**config.mk**
```make
export PLATFORM = sky130hd
export DESIGN_NAME = pss_seq
export DESIGN_NICKNAME = d
export VERILOG_FILES = /design/src/hdl/pss_pkg.sv /design/src/hdl/pss_seq.sv
export VERILOG_INCLUDE_DIRS = /design/src /design/src/hdl
export SDC_FILE = /design/constraint.sdc
export NUM_CORES = 1
export LEC_CHECK = 0
export ABC_CLOCK_PERIOD_IN_PS = 5920
export BUFFER_PORTS_ARGS = -buffer_cell sky130_fd_sc_hd__buf_2
export CAP_MARGIN = 0
export CORE_ASPECT_RATIO = 1.2
export CORE_UTILIZATION = 40
export DETAILED_ROUTE_END_ITERATION = 10
export GPL_ROUTABILITY_DRIVEN = 0
export GPL_TIMING_DRIVEN = 0
export PLACE_DENSITY_LB_ADDON = 0.3
export RECOVER_POWER = 100
export SYNTH_ARGS = -nofsm -noshare
export SYNTH_HDL_FRONTEND = slang
export SYNTH_SLANG_ARGS = --single-unit
```
**constraint.sdc**
```tcl
create_clock -name clock -period 5.92 [get_ports clock]
set_clock_uncertainty 0.1 [all_clocks]
set_input_delay 1.184 -clock clock [delete_from_list [all_inputs] [get_ports clock]]
set_output_delay 1.184 -clock clock [all_outputs]
set_load 0.01 [all_outputs]
```
**src/hdl/pss_defs.svh**
```systemverilog
/*
 Constants for the partition switch sequencer: register offsets, field positions,
 reset values and sequencer codes. Assumes inclusion by bare name.
*/
`ifndef PSS_DEFS_SVH
`define PSS_DEFS_SVH
`define PSS_OFF_CTRL 12'h000
`define PSS_OFF_STAT 12'h004
`define PSS_OFF_IRQ_STAT 12'h008
`define PSS_OFF_IRQ_MASK 12'h00C
`define PSS_OFF_ADDR_A 12'h010
`define PSS_OFF_PADDR 12'h014
`define PSS_OFF_PART 12'h018
`define PSS_OFF_STORE 12'h01C
`define PSS_CTRL_GO 0
`define PSS_CTRL_SUPPLY 1
`define PSS_CTRL_BUSY 2
`define PSS_CTRL_TRAP 3
`define PSS_CTRL_HOLD 4
`define PSS_CTRL_FAULT 5
`define PSS_IRQ_RELEASE 0
`define PSS_IRQ_SAVED 1
`define PSS_IRQ_NEXT 2
`define PSS_IRQ_INACTIVE 3
`define PSS_FUNC_SWITCH 4'h3
`define PSS_FUNC_INTERRUPT 4'h2
`define PSS_FUNC_BEGIN 4'hA
`define PSS_TRAP_ADDR 8'h28
`define PSS_N_PATTERN 2'h1
`define PSS_SUB_LAST 3'h4
`define PSS_ADDR_RESET 18'h0_0000
`endif

```
**src/hdl/pss_pkg.sv**
```systemverilog
/*
 Types for the partition switch sequencer.
 Assumes pss_defs.svh supplies the numeric constants.
*/
package pss_pkg;
	typedef enum logic [2:0] {PSS_STEP0, PSS_STEP1, PSS_STEP2, PSS_STEP3, PSS_STEP4, PSS_DONE} pss_step_t;
	typedef struct packed {
		logic carry;
		logic minus;
		logic zero;
	} pss_flags_t;
	typedef struct packed {
		logic [3:0] d3;
		logic [3:0] d2;
		logic [3:0] d1;
		logic [3:0] d0;
		logic carry_bit;
		logic bit5;
	} pss_addr_t;
	typedef struct packed {
		logic wr;
		logic rd;
		logic [7:0] addr;
		logic [5:0] data;
	} pss_mem_t;
endpackage

```
**src/hdl/pss_seq.sv**
```systemverilog
/*
 Partition switch sequencer: steps 0 to 4 of the switch function with an AXI4-Lite
 register slave and one level interrupt. Assumes a single 250 MHz clock, inputs
 synchronous to it, and a core memory that accepts one character per cycle.
*/
`include "pss_defs.svh"
// How it works
// - Switch function is identified by function code 0011.
// - Step 0 drives flags and address to store bus; sub-step 0 adds limit, increment, N=01.
// - Sub-steps 1..4 pair digits 3..0 with carry, minus, zero, address carry bit.
// - Saved lowest digit flag one marks the partition inactive.
// - Step 1 writes core, advances sub-step, trap uses location 40, loops until sub-step 4.
// - Step 2 holds while supply loss flag is set.
// - Reset enters step 2 and clears sub-step, busy, partition and fault.
// - Step 3 copies A digits 3,2,1 at sub-steps 1,2,3 while busy.
// - Sub-step 4 copies digit 0, carry bit and bit 5.
// - After sub-step 4 pulse release strobe, set interrupt function code and jump to step PSS_DONE.
// - Release strobe frees the file access channel, which then starts.
// - Step 4 clears expiry, disc access, function register, index pair, loads Z.
// - Step 4 advances partition and H unless rotation hold and trap both set.
// - Actions are enable, preset, clear, toggle, load or jump.
// - Write command when storing into core, read command when fetching; the sequencer never fetches, so mem_o.rd stays 0.
// - State is function plus step, subdivided by sub-step counter.
// - With no jump, go to next step of the same function.
module pss_seq (
	// Clock and reset
	input wire logic clock,
	input wire logic rst,
	// AXI4-Lite slave
	input wire logic [11:0] s_axi_awaddr,
	input wire logic s_axi_awvalid,
	output logic s_axi_awready,
	input wire logic [31:0] s_axi_wdata,
	input wire logic [3:0] s_axi_wstrb,
	input wire logic s_axi_wvalid,
	output logic s_axi_wready,
	output logic [1:0] s_axi_bresp,
	output logic s_axi_bvalid,
	input wire logic s_axi_bready,
	input wire logic [11:0] s_axi_araddr,
	input wire logic s_axi_arvalid,
	output logic s_axi_arready,
	output logic [31:0] s_axi_rdata,
	output logic [1:0] s_axi_rresp,
	output logic s_axi_rvalid,
	input wire logic s_axi_rready,
	// Core memory and channel
	output pss_pkg::pss_mem_t mem_o,
	output logic channel_release_strobe,
	output logic [3:0] func_code,
	// Interrupt
	output logic irq
);
	pss_pkg::pss_step_t step_r;
	logic [2:0] sub_r;
	logic [3:0] func_r;
	logic [7:0] ctrl_r;
	logic [3:0] irq_stat_r, irq_mask_r, irq_ev;
	pss_pkg::pss_addr_t addr_a_r, paddr_r;
	pss_pkg::pss_flags_t flags_r;
	logic [7:0] part_r, h_r;
	logic [5:0] store_r;
	logic [1:0] n_bits_r;
	logic expiry_r, disc_access_r, fault_r;
	logic [1:0] index_pair_r;
	logic [7:0] z_r;
	logic aw_hold_r, w_hold_r;
	logic [11:0] awaddr_r;
	logic [31:0] wdata_r;
	logic [3:0] wstrb_r;
	logic wr_go, wr_ok;
	logic supply, busy, trap, hold;
	logic [5:0] ch;

	assign supply = ctrl_r[`PSS_CTRL_SUPPLY];
	assign busy = ctrl_r[`PSS_CTRL_BUSY];
	assign trap = ctrl_r[`PSS_CTRL_TRAP];
	assign hold = ctrl_r[`PSS_CTRL_HOLD];

	// Write channel: address and data may arrive in either order
	assign s_axi_awready = !aw_hold_r && !s_axi_bvalid;
	assign s_axi_wready = !w_hold_r && !s_axi_bvalid;
	assign wr_go = aw_hold_r && w_hold_r && !s_axi_bvalid;
	assign wr_ok = awaddr_r[11:2] <= `PSS_OFF_STORE >> 2;
	always_ff @(posedge clock or posedge rst) begin
		if (rst) begin
			aw_hold_r <= 1'b0;
			w_hold_r <= 1'b0;
			awaddr_r <= 12'h000;
			wdata_r <= 32'h0000_0000;
			wstrb_r <= 4'h0;
			s_axi_bvalid <= 1'b0;
			s_axi_bresp <= 2'b00;
		end else begin
			if (s_axi_awvalid && s_axi_awready) begin
				aw_hold_r <= 1'b1;
				awaddr_r <= s_axi_awaddr;
			end
			if (s_axi_wvalid && s_axi_wready) begin
				w_hold_r <= 1'b1;
				wdata_r <= s_axi_wdata;
				wstrb_r <= s_axi_wstrb;
			end
			if (wr_go) begin
				aw_hold_r <= 1'b0;
				w_hold_r <= 1'b0;
				s_axi_bvalid <= 1'b1;
				s_axi_bresp <= wr_ok ? 2'b00 : 2'b10;
			end else if (s_axi_bvalid && s_axi_bready) begin
				s_axi_bvalid <= 1'b0;
			end
		end
	end

	// Read channel
	assign s_axi_arready = !s_axi_rvalid;
	always_ff @(posedge clock or posedge rst) begin
		if (rst) begin
			s_axi_rvalid <= 1'b0;
			s_axi_rdata <= 32'h0000_0000;
			s_axi_rresp <= 2'b00;
		end else if (s_axi_arvalid && s_axi_arready) begin
			s_axi_rvalid <= 1'b1;
			s_axi_rresp <= 2'b00;
			unique case ({s_axi_araddr[11:2], 2'b00})
				`PSS_OFF_CTRL: s_axi_rdata <= {24'h00_0000, ctrl_r};
				`PSS_OFF_STAT: s_axi_rdata <= {16'h0000, func_r, 1'b0, step_r, 3'b000, fault_r, 1'b0, sub_r};
				`PSS_OFF_IRQ_STAT: s_axi_rdata <= {28'h000_0000, irq_stat_r};
				`PSS_OFF_IRQ_MASK: s_axi_rdata <= {28'h000_0000, irq_mask_r};
				`PSS_OFF_ADDR_A: s_axi_rdata <= {8'h00, addr_a_r[17:0], 6'h00};
				`PSS_OFF_PADDR: s_axi_rdata <= {8'h00, paddr_r[17:0], 3'b000, flags_r};
				`PSS_OFF_PART: s_axi_rdata <= {16'h0000, h_r, part_r};
				`PSS_OFF_STORE: s_axi_rdata <= {24'h00_0000, n_bits_r, store_r};
				default: begin
					s_axi_rdata <= 32'h0000_0000;
					s_axi_rresp <= 2'b10;
				end
			endcase
		end else if (s_axi_rready) begin
			s_axi_rvalid <= 1'b0;
		end
	end

	// Control, A address and flags written by software; go cleared once step reaches PSS_DONE
	always_ff @(posedge clock or posedge rst) begin
		if (rst) begin
			ctrl_r <= 8'h00;
			addr_a_r <= '0;
			flags_r <= '0;
		end else begin
			if (wr_go && wstrb_r[0]) begin
				unique case ({awaddr_r[11:2], 2'b00})
					`PSS_OFF_CTRL: ctrl_r <= wdata_r[7:0];
					`PSS_OFF_ADDR_A: addr_a_r <= wdata_r[23:6];
					`PSS_OFF_PADDR: flags_r <= wdata_r[2:0];
					default: ;
				endcase
			end else if (ctrl_r[`PSS_CTRL_GO] && step_r == pss_pkg::PSS_DONE) begin
				ctrl_r[`PSS_CTRL_GO] <= 1'b0;
			end
		end
	end

	// Character selected by sub-step for the save sequence
	always_comb begin
		unique case (sub_r)
			3'd0: ch = {2'b00, part_r[3:0]};
			3'd1: ch = {flags_r.carry, 1'b0, paddr_r.d3};
			3'd2: ch = {flags_r.minus, 1'b0, paddr_r.d2};
			3'd3: ch = {flags_r.zero, 1'b0, paddr_r.d1};
			default: ch = {paddr_r.carry_bit, paddr_r.bit5, paddr_r.d0};
		endcase
	end

	// Sequencer: function code plus step, subdivided by sub-step
	always_ff @(posedge clock or posedge rst) begin
		if (rst) begin
			step_r <= pss_pkg::PSS_STEP2;
			func_r <= `PSS_FUNC_SWITCH;
			sub_r <= 3'd0;
			paddr_r <= `PSS_ADDR_RESET;
			part_r <= 8'h00;
			h_r <= 8'h00;
			fault_r <= 1'b0;
			store_r <= 6'h00;
			n_bits_r <= 2'b00;
			mem_o <= '0;
			channel_release_strobe <= 1'b0;
			expiry_r <= 1'b1;
			disc_access_r <= 1'b1;
			index_pair_r <= 2'b11;
			z_r <= 8'h00;
		end else begin
			mem_o.wr <= 1'b0;
			mem_o.rd <= 1'b0;
			channel_release_strobe <= 1'b0;
			if (ctrl_r[`PSS_CTRL_FAULT])
				fault_r <= 1'b1;
			unique case (step_r)
				pss_pkg::PSS_STEP0: begin
					store_r <= ch;
					if (sub_r == 3'd0) begin
						n_bits_r <= `PSS_N_PATTERN;
						paddr_r.d0 <= paddr_r.d0 + 4'h1;
					end
					step_r <= pss_pkg::PSS_STEP1;
				end
				pss_pkg::PSS_STEP1: begin
					mem_o.wr <= 1'b1;
					mem_o.data <= store_r;
					mem_o.addr <= trap ? `PSS_TRAP_ADDR : {part_r[4:0], sub_r};
					sub_r <= sub_r + 3'd1;
					if (sub_r != `PSS_SUB_LAST)
						step_r <= pss_pkg::PSS_STEP0;
					else begin
						sub_r <= 3'd0;
						step_r <= pss_pkg::PSS_STEP2;
					end
				end
				pss_pkg::PSS_STEP2: begin
					if (!supply && ctrl_r[`PSS_CTRL_GO])
						step_r <= pss_pkg::PSS_STEP3;
				end
				pss_pkg::PSS_STEP3: begin
					if (busy) begin
						sub_r <= sub_r + 3'd1;
						unique case (sub_r)
							3'd1: paddr_r.d3 <= addr_a_r.d3;
							3'd2: paddr_r.d2 <= addr_a_r.d2;
							3'd3: paddr_r.d1 <= addr_a_r.d1;
							3'd4: begin
								paddr_r.d0 <= addr_a_r.d0;
								paddr_r.carry_bit <= addr_a_r.carry_bit;
								paddr_r.bit5 <= addr_a_r.bit5;
								channel_release_strobe <= 1'b1;
								func_r <= `PSS_FUNC_INTERRUPT;
								sub_r <= 3'd0;
								step_r <= pss_pkg::PSS_DONE;
							end
							default: ;
						endcase
					end else
						step_r <= pss_pkg::PSS_STEP4;
				end
				pss_pkg::PSS_STEP4: begin
					expiry_r <= 1'b0;
					disc_access_r <= 1'b0;
					index_pair_r <= 2'b00;
					func_r <= 4'h0;
					z_r <= part_r;
					if (!(hold && trap)) begin
						part_r <= part_r + 8'h01;
						h_r <= h_r + 8'h01;
					end
					step_r <= pss_pkg::PSS_DONE;
				end
				default: begin
					if (!ctrl_r[`PSS_CTRL_GO]) begin
						func_r <= `PSS_FUNC_SWITCH;
						step_r <= pss_pkg::PSS_STEP0;
					end
				end
			endcase
		end
	end

	assign func_code = func_r;

	// Sticky events, write one to clear, set wins
	assign irq_ev[`PSS_IRQ_RELEASE] = channel_release_strobe;
	assign irq_ev[`PSS_IRQ_SAVED] = mem_o.wr && mem_o.data[5] && sub_r == 3'd0;
	assign irq_ev[`PSS_IRQ_NEXT] = step_r == pss_pkg::PSS_STEP4;
	assign irq_ev[`PSS_IRQ_INACTIVE] = mem_o.wr && mem_o.data[5] && sub_r == 3'd0;
	always_ff @(posedge clock or posedge rst) begin
		if (rst) begin
			irq_stat_r <= 4'h0;
			irq_mask_r <= 4'h0;
		end else begin
			irq_stat_r <= (irq_stat_r & ~((wr_go && awaddr_r[11:2] == `PSS_OFF_IRQ_STAT >> 2) ?
				wdata_r[3:0] : 4'h0)) | irq_ev;
			if (wr_go && awaddr_r[11:2] == `PSS_OFF_IRQ_MASK >> 2)
				irq_mask_r <= wdata_r[3:0];
		end
	end
	assign irq = |(irq_stat_r & irq_mask_r);

	step_hold_a: assert property (@(posedge clock) disable iff (rst)
		step_r == pss_pkg::PSS_STEP2 && supply |=> step_r == pss_pkg::PSS_STEP2)
		else $error("Step 2 left during supply loss");
	release_jump_a: assert property (@(posedge clock) disable iff (rst)
		channel_release_strobe |-> func_r == `PSS_FUNC_INTERRUPT && $past(sub_r) == 3'd4)
		else $error("Release without interrupt jump");
	save_write_a: assert property (@(posedge clock) disable iff (rst)
		step_r == pss_pkg::PSS_STEP1 |=> mem_o.wr && !mem_o.rd)
		else $error("Step 1 without core write");
	trap_addr_a: assert property (@(posedge clock) disable iff (rst)
		step_r == pss_pkg::PSS_STEP1 && trap |=> mem_o.addr == `PSS_TRAP_ADDR)
		else $error("Trap save not at 40");
	save_loop_a: assert property (@(posedge clock) disable iff (rst)
		step_r == pss_pkg::PSS_STEP1 && sub_r < 3'd4 |=> step_r == pss_pkg::PSS_STEP0)
		else $error("Save loop broken");
	copy_d3_a: assert property (@(posedge clock) disable iff (rst)
		step_r == pss_pkg::PSS_STEP3 && busy && sub_r == 3'd1 |=> paddr_r.d3 == $past(addr_a_r.d3))
		else $error("Digit 3 not copied");
	part_next_a: assert property (@(posedge clock) disable iff (rst)
		step_r == pss_pkg::PSS_STEP4 && !(hold && trap) |=> part_r == $past(part_r) + 8'h01)
		else $error("Partition not advanced");
	part_keep_a: assert property (@(posedge clock) disable iff (rst)
		step_r == pss_pkg::PSS_STEP4 && hold && trap |=> $stable(part_r))
		else $error("Partition moved under hold");
	n_pattern_a: assert property (@(posedge clock) disable iff (rst)
		step_r == pss_pkg::PSS_STEP0 && sub_r == 3'd0 |=> n_bits_r == `PSS_N_PATTERN)
		else $error("N bits not 01");
	release_c: cover property (@(posedge clock) disable iff (rst) channel_release_strobe);
	advance_c: cover property (@(posedge clock) disable iff (rst) step_r == pss_pkg::PSS_STEP4);
	save_c: cover property (@(posedge clock) disable iff (rst) mem_o.wr && sub_r == 3'd0);
endmodule // pss_seq
```
# [Word level (Yosys, flattened, before mapping)]
# Index checks and enable logic that the tools add are counted.
[totals] register_bits=182 in_bits=67
[classes] n_reduce_logical=49 n_eq_ne=29 mux=39 addsub=4 bitwise=6 order_cmp=1
[op_table] op="$pmux W24 S8" count=1
[op_table] op="$eq A10 B3 Y1 const B" count=6
[op_table] op="$eq A10 B2 Y1 const B" count=4
[op_table] op="$pmux W6 S4" count=1
[op_table] op="$mux W3" count=7
[op_table] op="$logic_not A10 Y1" count=2
[op_table] op="$mux W4" count=5
[op_table] op="$add A8 B1 Y8 const B" count=2
[op_table] op="$logic_and A1 B1 Y1" count=16
[op_table] op="$mux W1" count=15
[op_table] op="$pmux W3 S5" count=1
[op_table] op="$reduce_and A3 Y1" count=5
[op_table] op="$reduce_and A2 Y1" count=7
[op_table] op="$reduce_bool A2 Y1" count=7
[op_table] op="$eq A3 B2 Y1 const B" count=4
[op_table] op="$mux W6" count=2
[op_table] op="$pmux W4 S3" count=1
[op_table] op="$eq A10 B1 Y1 const B" count=1
[op_table] op="$le A10 B3 Y1 const B" count=1
[op_table] op="$eq A3 B3 Y1 const B" count=3
[op_table] op="$and A4 B4 Y4" count=2
[op_table] op="$mux W8" count=1
[op_table] op="$pmux W4 S2" count=1
[op_table] op="$reduce_and A4 Y1" count=2
[op_table] op="19 further kinds" count=31

# [Logic depth before layout (Yosys ltp)]
# Gate-level depths: netlist of the first run.
[depth] ltp_word=7 ltp_mapped=7

# [Least setup slack after synthesis of the first run]
# OpenSTA, ideal clock, no wires.
[synth_timing] path_kind="input to register" startpoint="in s_axi_araddr[8]" endpoint="reg s_axi_rdata[18]" path_stages=5 path_buffers=0 setup_time_ps=83 path_slack_ps=3078 t_arrival_ps=2659 path_cell_list="or4_1 -> or3_4 -> nor3_2 -> a22oi_1 -> o21ai_0"
[synth_via] elab_chain_cells=2 elab_cells_between_ends=9 classes_between="eq/ne (7); mux (1); reduce/logical (1)"
[synth_lines] item="from (decl)" line_no="pss_seq.sv:40" source="input wire logic [11:0] s_axi_araddr,"
[synth_lines] item="$eq A10 B3 Y1, or another cell as far along" line_no="pss_seq.sv:125" source="unique case ({s_axi_araddr[11:2], 2'b00})"
[synth_lines] item="$pmux W24 S8 (*)" line_no="pss_seq.sv:125"
[synth_lines] item="to (signal assigned)" line_no="pss_seq.sv:126" source="`PSS_OFF_CTRL: s_axi_rdata <= {24'h00_0000, ctrl_r};"
[synth_lines] item="to (signal assigned)" line_no="pss_seq.sv:127" source="`PSS_OFF_STAT: s_axi_rdata <= {16'h0000, func_r, 1'b0, step_r, 3'b000, fault_r, 1'b0, sub_r};"
[synth_lines] item="to (signal assigned)" line_no="pss_seq.sv:128" source="`PSS_OFF_IRQ_STAT: s_axi_rdata <= {28'h000_0000, irq_stat_r};"
[synth_lines] item="to (decl)" line_no="pss_seq.sv:43" source="output logic [31:0] s_axi_rdata,"
# Every way passes the cells marked *; elsewhere a longest branch is shown, timed or not.
# A chain may end at the register's enable or synchronous reset.

# [Final worst setup path of the first run]
[layout_timing] startpoint="reg awaddr_r[7]" endpoint="reg addr_a_r[3] (netlist bit)"
[layout_via] elab_chain_cells=2
[layout_lines] item="from (decl)" line_no="pss_seq.sv:68" source="logic [11:0] awaddr_r;"
[layout_lines] item="from (signal assigned)" line_no="pss_seq.sv:97" source="awaddr_r <= s_axi_awaddr;"
[layout_lines] item="$eq A10 B3 Y1" line_no="pss_seq.sv:152" source="unique case ({awaddr_r[11:2], 2'b00})"
[layout_lines] item="$reduce_and A2 Y1 (no source line)"
[layout_lines] item="to (signal assigned)" line_no="pss_seq.sv:154" source="`PSS_OFF_ADDR_A: addr_a_r <= wdata_r[23:6];"
[layout_lines] item="to (decl)" line_no="pss_seq.sv:59" source="pss_pkg::pss_addr_t addr_a_r, paddr_r;"
# No other way between the ends.

==> results.md, run 1 <==
- Combinational Power Share: 0.128
- Hold/Removal Path Class: reg -> reg
- Number of buffers inserted by post-CTS setup repair: 0
- Switching Fraction: 0.2482
- TritonCTS sink count: 168
- Post-synthesis cell area: 0.007597 mm²
- Synthesis-stage register bit count: 168
- Reg2reg start: awaddr_r[7]
- Number of instances in the synthesized netlist: 665
- Clk pwr share: 0.379
- Endpoint kind of the worst setup timing path: flip-flop
- Number of placed cells counting well taps: 1029
- Number of global-route vias before repair: 5453
- Final setup vio count: 0
- WHS Endpoint: fault_r
- Number of standard cells in the final layout excluding fillers: 1060
- Critical path cell sequence: or4_1 -> nor4_1 -> nand2_2 -> nor2_1 -> clkbuf_1 -> mux2_1
- Quantity of gates resized following cts: 0
- RSZ-0062 raised after global routing: false
- Total Wirelength: 17890 µm
- Worst Setup Path Type: reg -> reg
- Post-route DRC violation count: 0
- Primary flip-flop cell chosen by synthesis mapping: sky130_fd_sc_hd__dfrtp_1
- Diode insertion count for antenna repair: 0
- Clock latency of the later-clocked register in the worst-skew pair: 430 ps
- Die outline area: 0.01955 mm²
- Number of nets in the finished design: 871
- Endpoint of the worst register-to-register path: addr_a_r[3]
- Maximum number of pins on one net before global-route repair: 89
- Biggest fanout along the worst timing path: 10
- Post-synth EDFFs: 0
- Crit-path leading delay family: simple AND/OR/NAND/NOR gates
- Leak pwr: 4.155 nW
- Clock tree from TritonCTS: done
- Failing checks: capacitance limit, slew limit
- DP Area: 0.008488 mm²
- Worst hold path startpoint: fault_r
- Count of hold buffers inserted by post-cts repair: 0
- Slack of the critical path: 2433 ps
- Highest cell delay on the worst timing path: 650 ps
- Fraction of the cycle the final worst path needs: 0.5891
- Maximum achievable frequency: 0.2868 GHz
- Actual transition at the worst max-transition pin: 3538 ps
- Slew margin rel.: -1.372
- Most used cells in the layout excluding fill and tap cells: 165 x sky130_fd_sc_hd__dfrtp_1, 97 x sky130_fd_sc_hd__nand2_1, 78 x sky130_fd_sc_hd__clkbuf_1, 76 x sky130_fd_sc_hd__mux2_2, 51 x sky130_fd_sc_hd__buf_2
- Area share of the leading cell type in the synthesized netlist: 0.5435
- TritonCTS buffer count: 17
- Dpl ws: 2591 ps
- Fin util: 0.4865
- Most area-consuming cells after synthesis: sky130_fd_sc_hd__dfrtp_1 54%, sky130_fd_sc_hd__mux2_2 11%, sky130_fd_sc_hd__nand2_1 4.8%, sky130_fd_sc_hd__o21ai_0 2.6%, sky130_fd_sc_hd__mux2i_1 2.4%
- Vias per cell: 5.137
- Max-cap violations: 1
- Core region area: 0.01838 mm²
- Overflow after GRT: 0
- Clock transition at the register clock pins on the worst setup and hold paths after CTS: 60 ps
- Bufs and invs on worst path: 1
- Die height: 153.0 µm
- Sequential group share of total power: 0.493
- Maximum root-to-sink buffer count: 2
- Cell type contributing the most total cell area after synthesis: sky130_fd_sc_hd__dfrtp_1
- Share of async-settable or async-resettable flops after synthesis: 1.000
- DR pass1 iterations: 4
- Maximum ir drop on the vdd rail: 0.2093 mV
- Vias: 5445
- Number of H-tree levels: 4
- Cell count along the critical path: 6
- Area Overhead vs Synth: 17.69%
- Detail-routed net length per standard cell: 16.87 µm
- Initial cell density of the core: 0.4134
- Slowest-stage cell, CP: sky130_fd_sc_hd__nor2_1
- Yosys synthesis warning count: 0
- Number of hold violations in the final report: 0
- Total design power: 2.864 mW
- Fraction of final layout cells sized beyond drive strength 1: 0.2240
- Floorplan die width: 127.8 µm
- Half-perimeter wire length after placement: 13430 µm
- Number of antenna violations at the first check in global routing: 1
- Final ANT Viol Nets: 0
- Initial detailed-routing violation count: 275
- First-pass GRT wire length: 29150 µm
- Mapped Avg Cell Area: 11.42 µm²
- Number of different library cells in the post-synthesis netlist: 59
- Startpoint type of the worst setup path: flip-flop
- Final hold slack: 365.5 ps
- Minimum clock period: 3487 ps
- Internal portion of total power: 2.153 mW
- Area of all placed cells without fillers: 0.008941 mm²
- Total negative setup slack: 0 ps
- Commonest non-fill, non-tap cell in the layout: sky130_fd_sc_hd__dfrtp_1
- Status: finished with violations
- Number of standard-cell rows in the floorplan: 54
- Switch Pwr: 710.8 µW
- Worst hold path depth: 1
- Data arrival time of the critical path: 3690 ps
- Required time worst endpoint: 6120 ps
- Count of input and output buffers: 99
- Worst R2R Setup Slack: 2430 ps
- I/O pin cnt: 130
- Global-route total usage across every layer: 0.1956
- Library cell used as clock root buffer: sky130_fd_sc_hd__clkbuf_16
- PwrDens: 320.3 mW/mm²
- Worst Reg2Reg Path Length in Cells: 6
- Seq/Total Area, Yosys: 0.5539
- Max-slew violations: 81
[how the worst max path moves through the flow]
stage	startpoint	slack, ps	endpoint
6_report	awaddr_r[7]	2430	addr_a_r[3]
2_1_floorplan	rst	90	addr_a_r[0]
4_1_cts	s_axi_araddr[8]	3040	s_axi_rdata[23]
5_1_grt	rst	1770	channel_release_strobe
3_5_place_dp	s_axi_araddr[8]	2590	s_axi_rdata[23]
3_3_place_gp	rst	-1840	wdata_r[12]
[power groups by stage]
stage                     Sequential (mW)  Combinational, mW  Clock [mW]
after detailed placement             1.44              0.388           0
final                                1.41              0.366        1.08
after global placement               1.44              0.375           0
after global routing                 1.44              0.414        1.15
after CTS                            1.42              0.389        1.11
after floorplan                      1.41              0.294           0
[kinds of logic after synthesis]
kind of cell               Yosys count  share of synthesized area
and+or+nand+nor                    196                     0.1266
xor gates and xnor gates            16                    0.01845
DFF                                168                     0.5539
adders and majority gates            8                    0.01318
other                                1                  0.0004936
buffers and inverters               52                    0.03343
AOI/OAI and AO/OA                  118                    0.09684
muxes                              106                     0.1571
[synth_stat cells (4+ instances only)]
library cell / number
sky130_fd_sc_hd__a21oi_1: 25
sky130_fd_sc_hd__a22o_1: 6
sky130_fd_sc_hd__a22oi_1: 18
sky130_fd_sc_hd__a31oi_1: 4
sky130_fd_sc_hd__and3_1: 10
sky130_fd_sc_hd__buf_1: 4
sky130_fd_sc_hd__buf_4: 13
sky130_fd_sc_hd__clkbuf_1: 22
sky130_fd_sc_hd__dfrtp_1: 165
sky130_fd_sc_hd__ha_1: 8
sky130_fd_sc_hd__inv_1: 9
sky130_fd_sc_hd__mux2_1: 10
sky130_fd_sc_hd__mux2_2: 76
sky130_fd_sc_hd__mux2i_1: 18
sky130_fd_sc_hd__nand2_1: 97
sky130_fd_sc_hd__nand3_1: 11
sky130_fd_sc_hd__nand3b_1: 5
sky130_fd_sc_hd__nand4_1: 9
sky130_fd_sc_hd__nor2_1: 27
sky130_fd_sc_hd__nor2b_1: 8
sky130_fd_sc_hd__nor3_1: 4
sky130_fd_sc_hd__o21ai_0: 39
sky130_fd_sc_hd__o22ai_1: 4
sky130_fd_sc_hd__o31ai_1: 6
sky130_fd_sc_hd__or2_2: 4
sky130_fd_sc_hd__xnor2_1: 9
sky130_fd_sc_hd__xor2_1: 7
[routing by layer]
layer	vias to the layer above	track usage	wire, µm
met5	-	0	17
met4	2	0.09636	652
met3	45	0.04480	975
met2	177	0.3106	8155
met1	2630	0.2507	8084
li1	2591	-	-
[state kept, by name, summed over array words and instances (netlist names), 2 cells and up]
signal / flops
store_r: 6
ctrl_r: 8
irq_mask_r: 4
part_r: 8
mem_o: 15
awaddr_r: 10
flags_r: 3
wdata_r: 24
addr_a_r: 18
func_code: 2
sub_r: 3
irq_stat_r: 4
paddr_r: 18
h_r: 8
step_r: 3
s_axi_rdata: 24
[cell type report]
class | instances | area [µm²]
flip-flops and latches | 168 | 4208
well taps | 252 | 315.3
fillers | 1762 | 9437
inverters | 10 | 38.79
plain buffers | 42 | 207.7
multi-input cells | 457 | 3136
clock inverters | 8 | 96.34
repair buffers | 100 | 461.7
clock buffers | 23 | 478.0
Power figures use the tool's default switching activity.
==> inputs of run 2 (changes only) <==
--- a/config.mk
+++ b/config.mk
@@ -6,7 +6,7 @@
 export SDC_FILE = /design/constraint.sdc
 export NUM_CORES = 1
 export LEC_CHECK = 0
-export ABC_CLOCK_PERIOD_IN_PS = 5920
+export ABC_CLOCK_PERIOD_IN_PS = 3100
 export BUFFER_PORTS_ARGS = -buffer_cell sky130_fd_sc_hd__buf_2
 export CAP_MARGIN = 0
 export CORE_ASPECT_RATIO = 1.2
==> constraint.sdc (replaced) <==
create_clock -name clock -period 3.1 [get_ports clock]
set_clock_uncertainty 0.1 [all_clocks]
set_input_delay 0.62 -clock clock [delete_from_list [all_inputs] [get_ports clock]]
set_output_delay 0.62 -clock clock [all_outputs]
set_load 0.01 [all_outputs]
==> results.md, run 2 (same netlist as run 1, synthesis figures left out) <==
- Post-route DRC violation count: 0 (unchanged)
- Number of nets in the finished design: 874 (+0.34%)
- Diode insertion count for antenna repair: 0 (unchanged)
- Startpoint type of the worst setup path: flip-flop
- Final setup vio count: 0 (unchanged)
- Status: completed
- Data arrival time of the critical path: 2910 ps (-780 ps)
- TritonCTS sink count: 168 (unchanged)
- PwrDens: 620.4 mW/mm² (+94%)
- Total design power: 5.594 mW (+95%)
- Number of global-route vias before repair: 5441 (-0.22%)
- Origin of the worst setup path: awaddr_r[7]
- Quantity of gates resized following cts: 0 (unchanged)
- Minimum clock period: 2710 ps (-777.2 ps)
- DP Area: 0.008537 mm² (+0.57%)
- DR pass1 iterations: 5 (+1)
- I/O pin cnt: 130 (unchanged)
- Leak pwr: 4.201 nW (+1.1%)
- Most used cells in the layout excluding fill and tap cells: 165 x sky130_fd_sc_hd__dfrtp_1, 97 x sky130_fd_sc_hd__nand2_1, 76 x sky130_fd_sc_hd__mux2_2, 75 x sky130_fd_sc_hd__clkbuf_1, 52 x sky130_fd_sc_hd__buf_2
- Maximum achievable frequency: 0.3690 GHz (+29%)
- Fraction of the cycle the final worst path needs: 0.8742 (+0.2852)
- Critical Path End: addr_a_r[3]
- Maximum ir drop on the vdd rail: 0.4124 mV (+97%)
- Die outline area: 0.01955 mm² (unchanged)
- Vias: 5537 (+1.7%)
- Bufs and invs on worst path: 1 (unchanged)
- Half-perimeter wire length after placement: 13880 µm (+3.4%)
- Cell count along the critical path: 6 (unchanged)
- Number of placed cells counting well taps: 1032 (+0.29%)
- Maximum root-to-sink buffer count: 2 (unchanged)
- Max-slew violations: 0 (-100%)
- Overflow after GRT: 0 (unchanged)
- TritonCTS buffer count: 17 (unchanged)
- First-pass GRT wire length: 29730 µm (+2.0%)
- Crit-path leading delay family: simple AND/OR/NAND/NOR gates
- Number of standard-cell rows in the floorplan: 54 (unchanged)
- RSZ-0062 raised after global routing: false
- Count of input and output buffers: 99 (unchanged)
- Library cell used as clock root buffer: sky130_fd_sc_hd__clkbuf_16
- Number of antenna violations at the first check in global routing: 0 (-1)
- Biggest fanout along the worst timing path: 10 (unchanged)
- Maximum number of pins on one net before global-route repair: 43 (-52%)
- Area Overhead vs Synth: 18.69%
- Commonest non-fill, non-tap cell in the layout: sky130_fd_sc_hd__dfrtp_1
- Endpoint kind of the worst setup timing path: flip-flop
- Reg2reg start: awaddr_r[7]
- Required time worst endpoint: 3300 ps (-2820 ps)
- Clock tree from TritonCTS: done
- Count of hold buffers inserted by post-cts repair: 0 (unchanged)
- Die height: 153.0 µm (unchanged)
- Global-route total usage across every layer: 0.2002 (+0.004584)
- Worst R2R Setup Slack: 390 ps (-2040 ps)
- Number of standard cells in the final layout excluding fillers: 1064 (+0.38%)
- Hold/Removal Path Class: in -> reg
- Clock latency of the later-clocked register in the worst-skew pair: 430 ps (about the same)
- Floorplan die width: 127.8 µm (unchanged)
- Actual transition at the worst max-transition pin: 1175 ps (-2363 ps)
- Leading registers by flop count: s_axi_rdata: 24 flops, wdata_r: 24 flops
- Fraction of final layout cells sized beyond drive strength 1: 0.2340 (+0.009980)
- Area of all placed cells without fillers: 0.009017 mm² (+0.85%)
- Endpoint of the worst register-to-register path: addr_a_r[3]
- Highest cell delay on the worst timing path: 600 ps (-50 ps)
- Total Wirelength: 18280 µm (+2.2%)
- Detail-routed net length per standard cell: 17.18 µm (+1.8%)
- Slowest-stage cell, CP: sky130_fd_sc_hd__or4_1
- Worst hold path depth: 2 (+1)
- Number of hold violations in the final report: 0 (unchanged)
- Vias per cell: 5.204 (+1.3%)
- Number of buffers inserted by post-CTS setup repair: 0 (unchanged)
- Dpl ws: 306.5 ps (-2284 ps)
- Slack of the critical path: 389.9 ps (-2043 ps)
- Clock transition at the register clock pins on the worst setup and hold paths after CTS: 70 ps (about the same)
- Initial detailed-routing violation count: 393 (+43%)
- Core region area: 0.01838 mm² (unchanged)
- Number of H-tree levels: 4 (unchanged)
- Initial cell density of the core: 0.4134 (unchanged)
- Worst Setup Path Type: reg -> reg
- Slew margin rel.: 0.2123 (+1.584)
- Max-cap violations: 0 (-1)
- Critical path cell sequence: or4_1 -> nor4_1 -> nand2_2 -> nor2_8 -> buf_6 -> mux2_1
- Worst hold path startpoint: s_axi_bready
- Final ANT Viol Nets: 0 (unchanged)
- Worst Reg2Reg Path Length in Cells: 6 (unchanged)
-- run 2: metrics by stage --
| step | utilization | TNS, ps | hold slack (ps) |
|---|---|---|---|
| after floorplan | - | 0 | 333.9 |
| after global placement | 0.4602 | -134650 | 348.9 |
| after detailed placement | 0.4645 | 0 | 355.3 |
| after CTS | 0.4976 | 0 | 173.3 |
| after global routing | 0.4907 | 0 | 273.8 |
| final | 0.4907 | 0 | 265.1 |
-- run 2: worst min-delay path by stage --
stage                        end  slack [ps]
CTS                  paddr_r[14]         170
global route        s_axi_bvalid         270
global placement        mem_o[9]         350
finish              s_axi_bvalid         270
detailed placement     mem_o[10]         360
floorplan            n_bits_r[0]         330
-- run 2: where the power goes --
group / switching [mW] / internal [mW] / leakage (nW)
Sequential: 0.222 / 2.49 / 2.21
Combinational: 0.325 / 0.379 / 1.69
Clock: 0.868 / 1.31 / 0.297
-- run 2: metal layers --
metal | track usage | part of all wire
met5 | 0 | 0
met3 | 0.04025 | 0.050
met1 | 0.2656 | 0.45
met4 | 0.09860 | 0.037
met2 | 0.3121 | 0.46
-- run 2: cell type report --
class                      instances  area [µm²]
buffer                            42       215.2
sequential                       168        4208
fill                            1719        9360
clock inverter                    11       147.6
inverter                          10       38.79
timing repair buffer             103       470.5
clock buffer                      21       460.4
tap                              252       315.3
multi-input combinational        457        3162
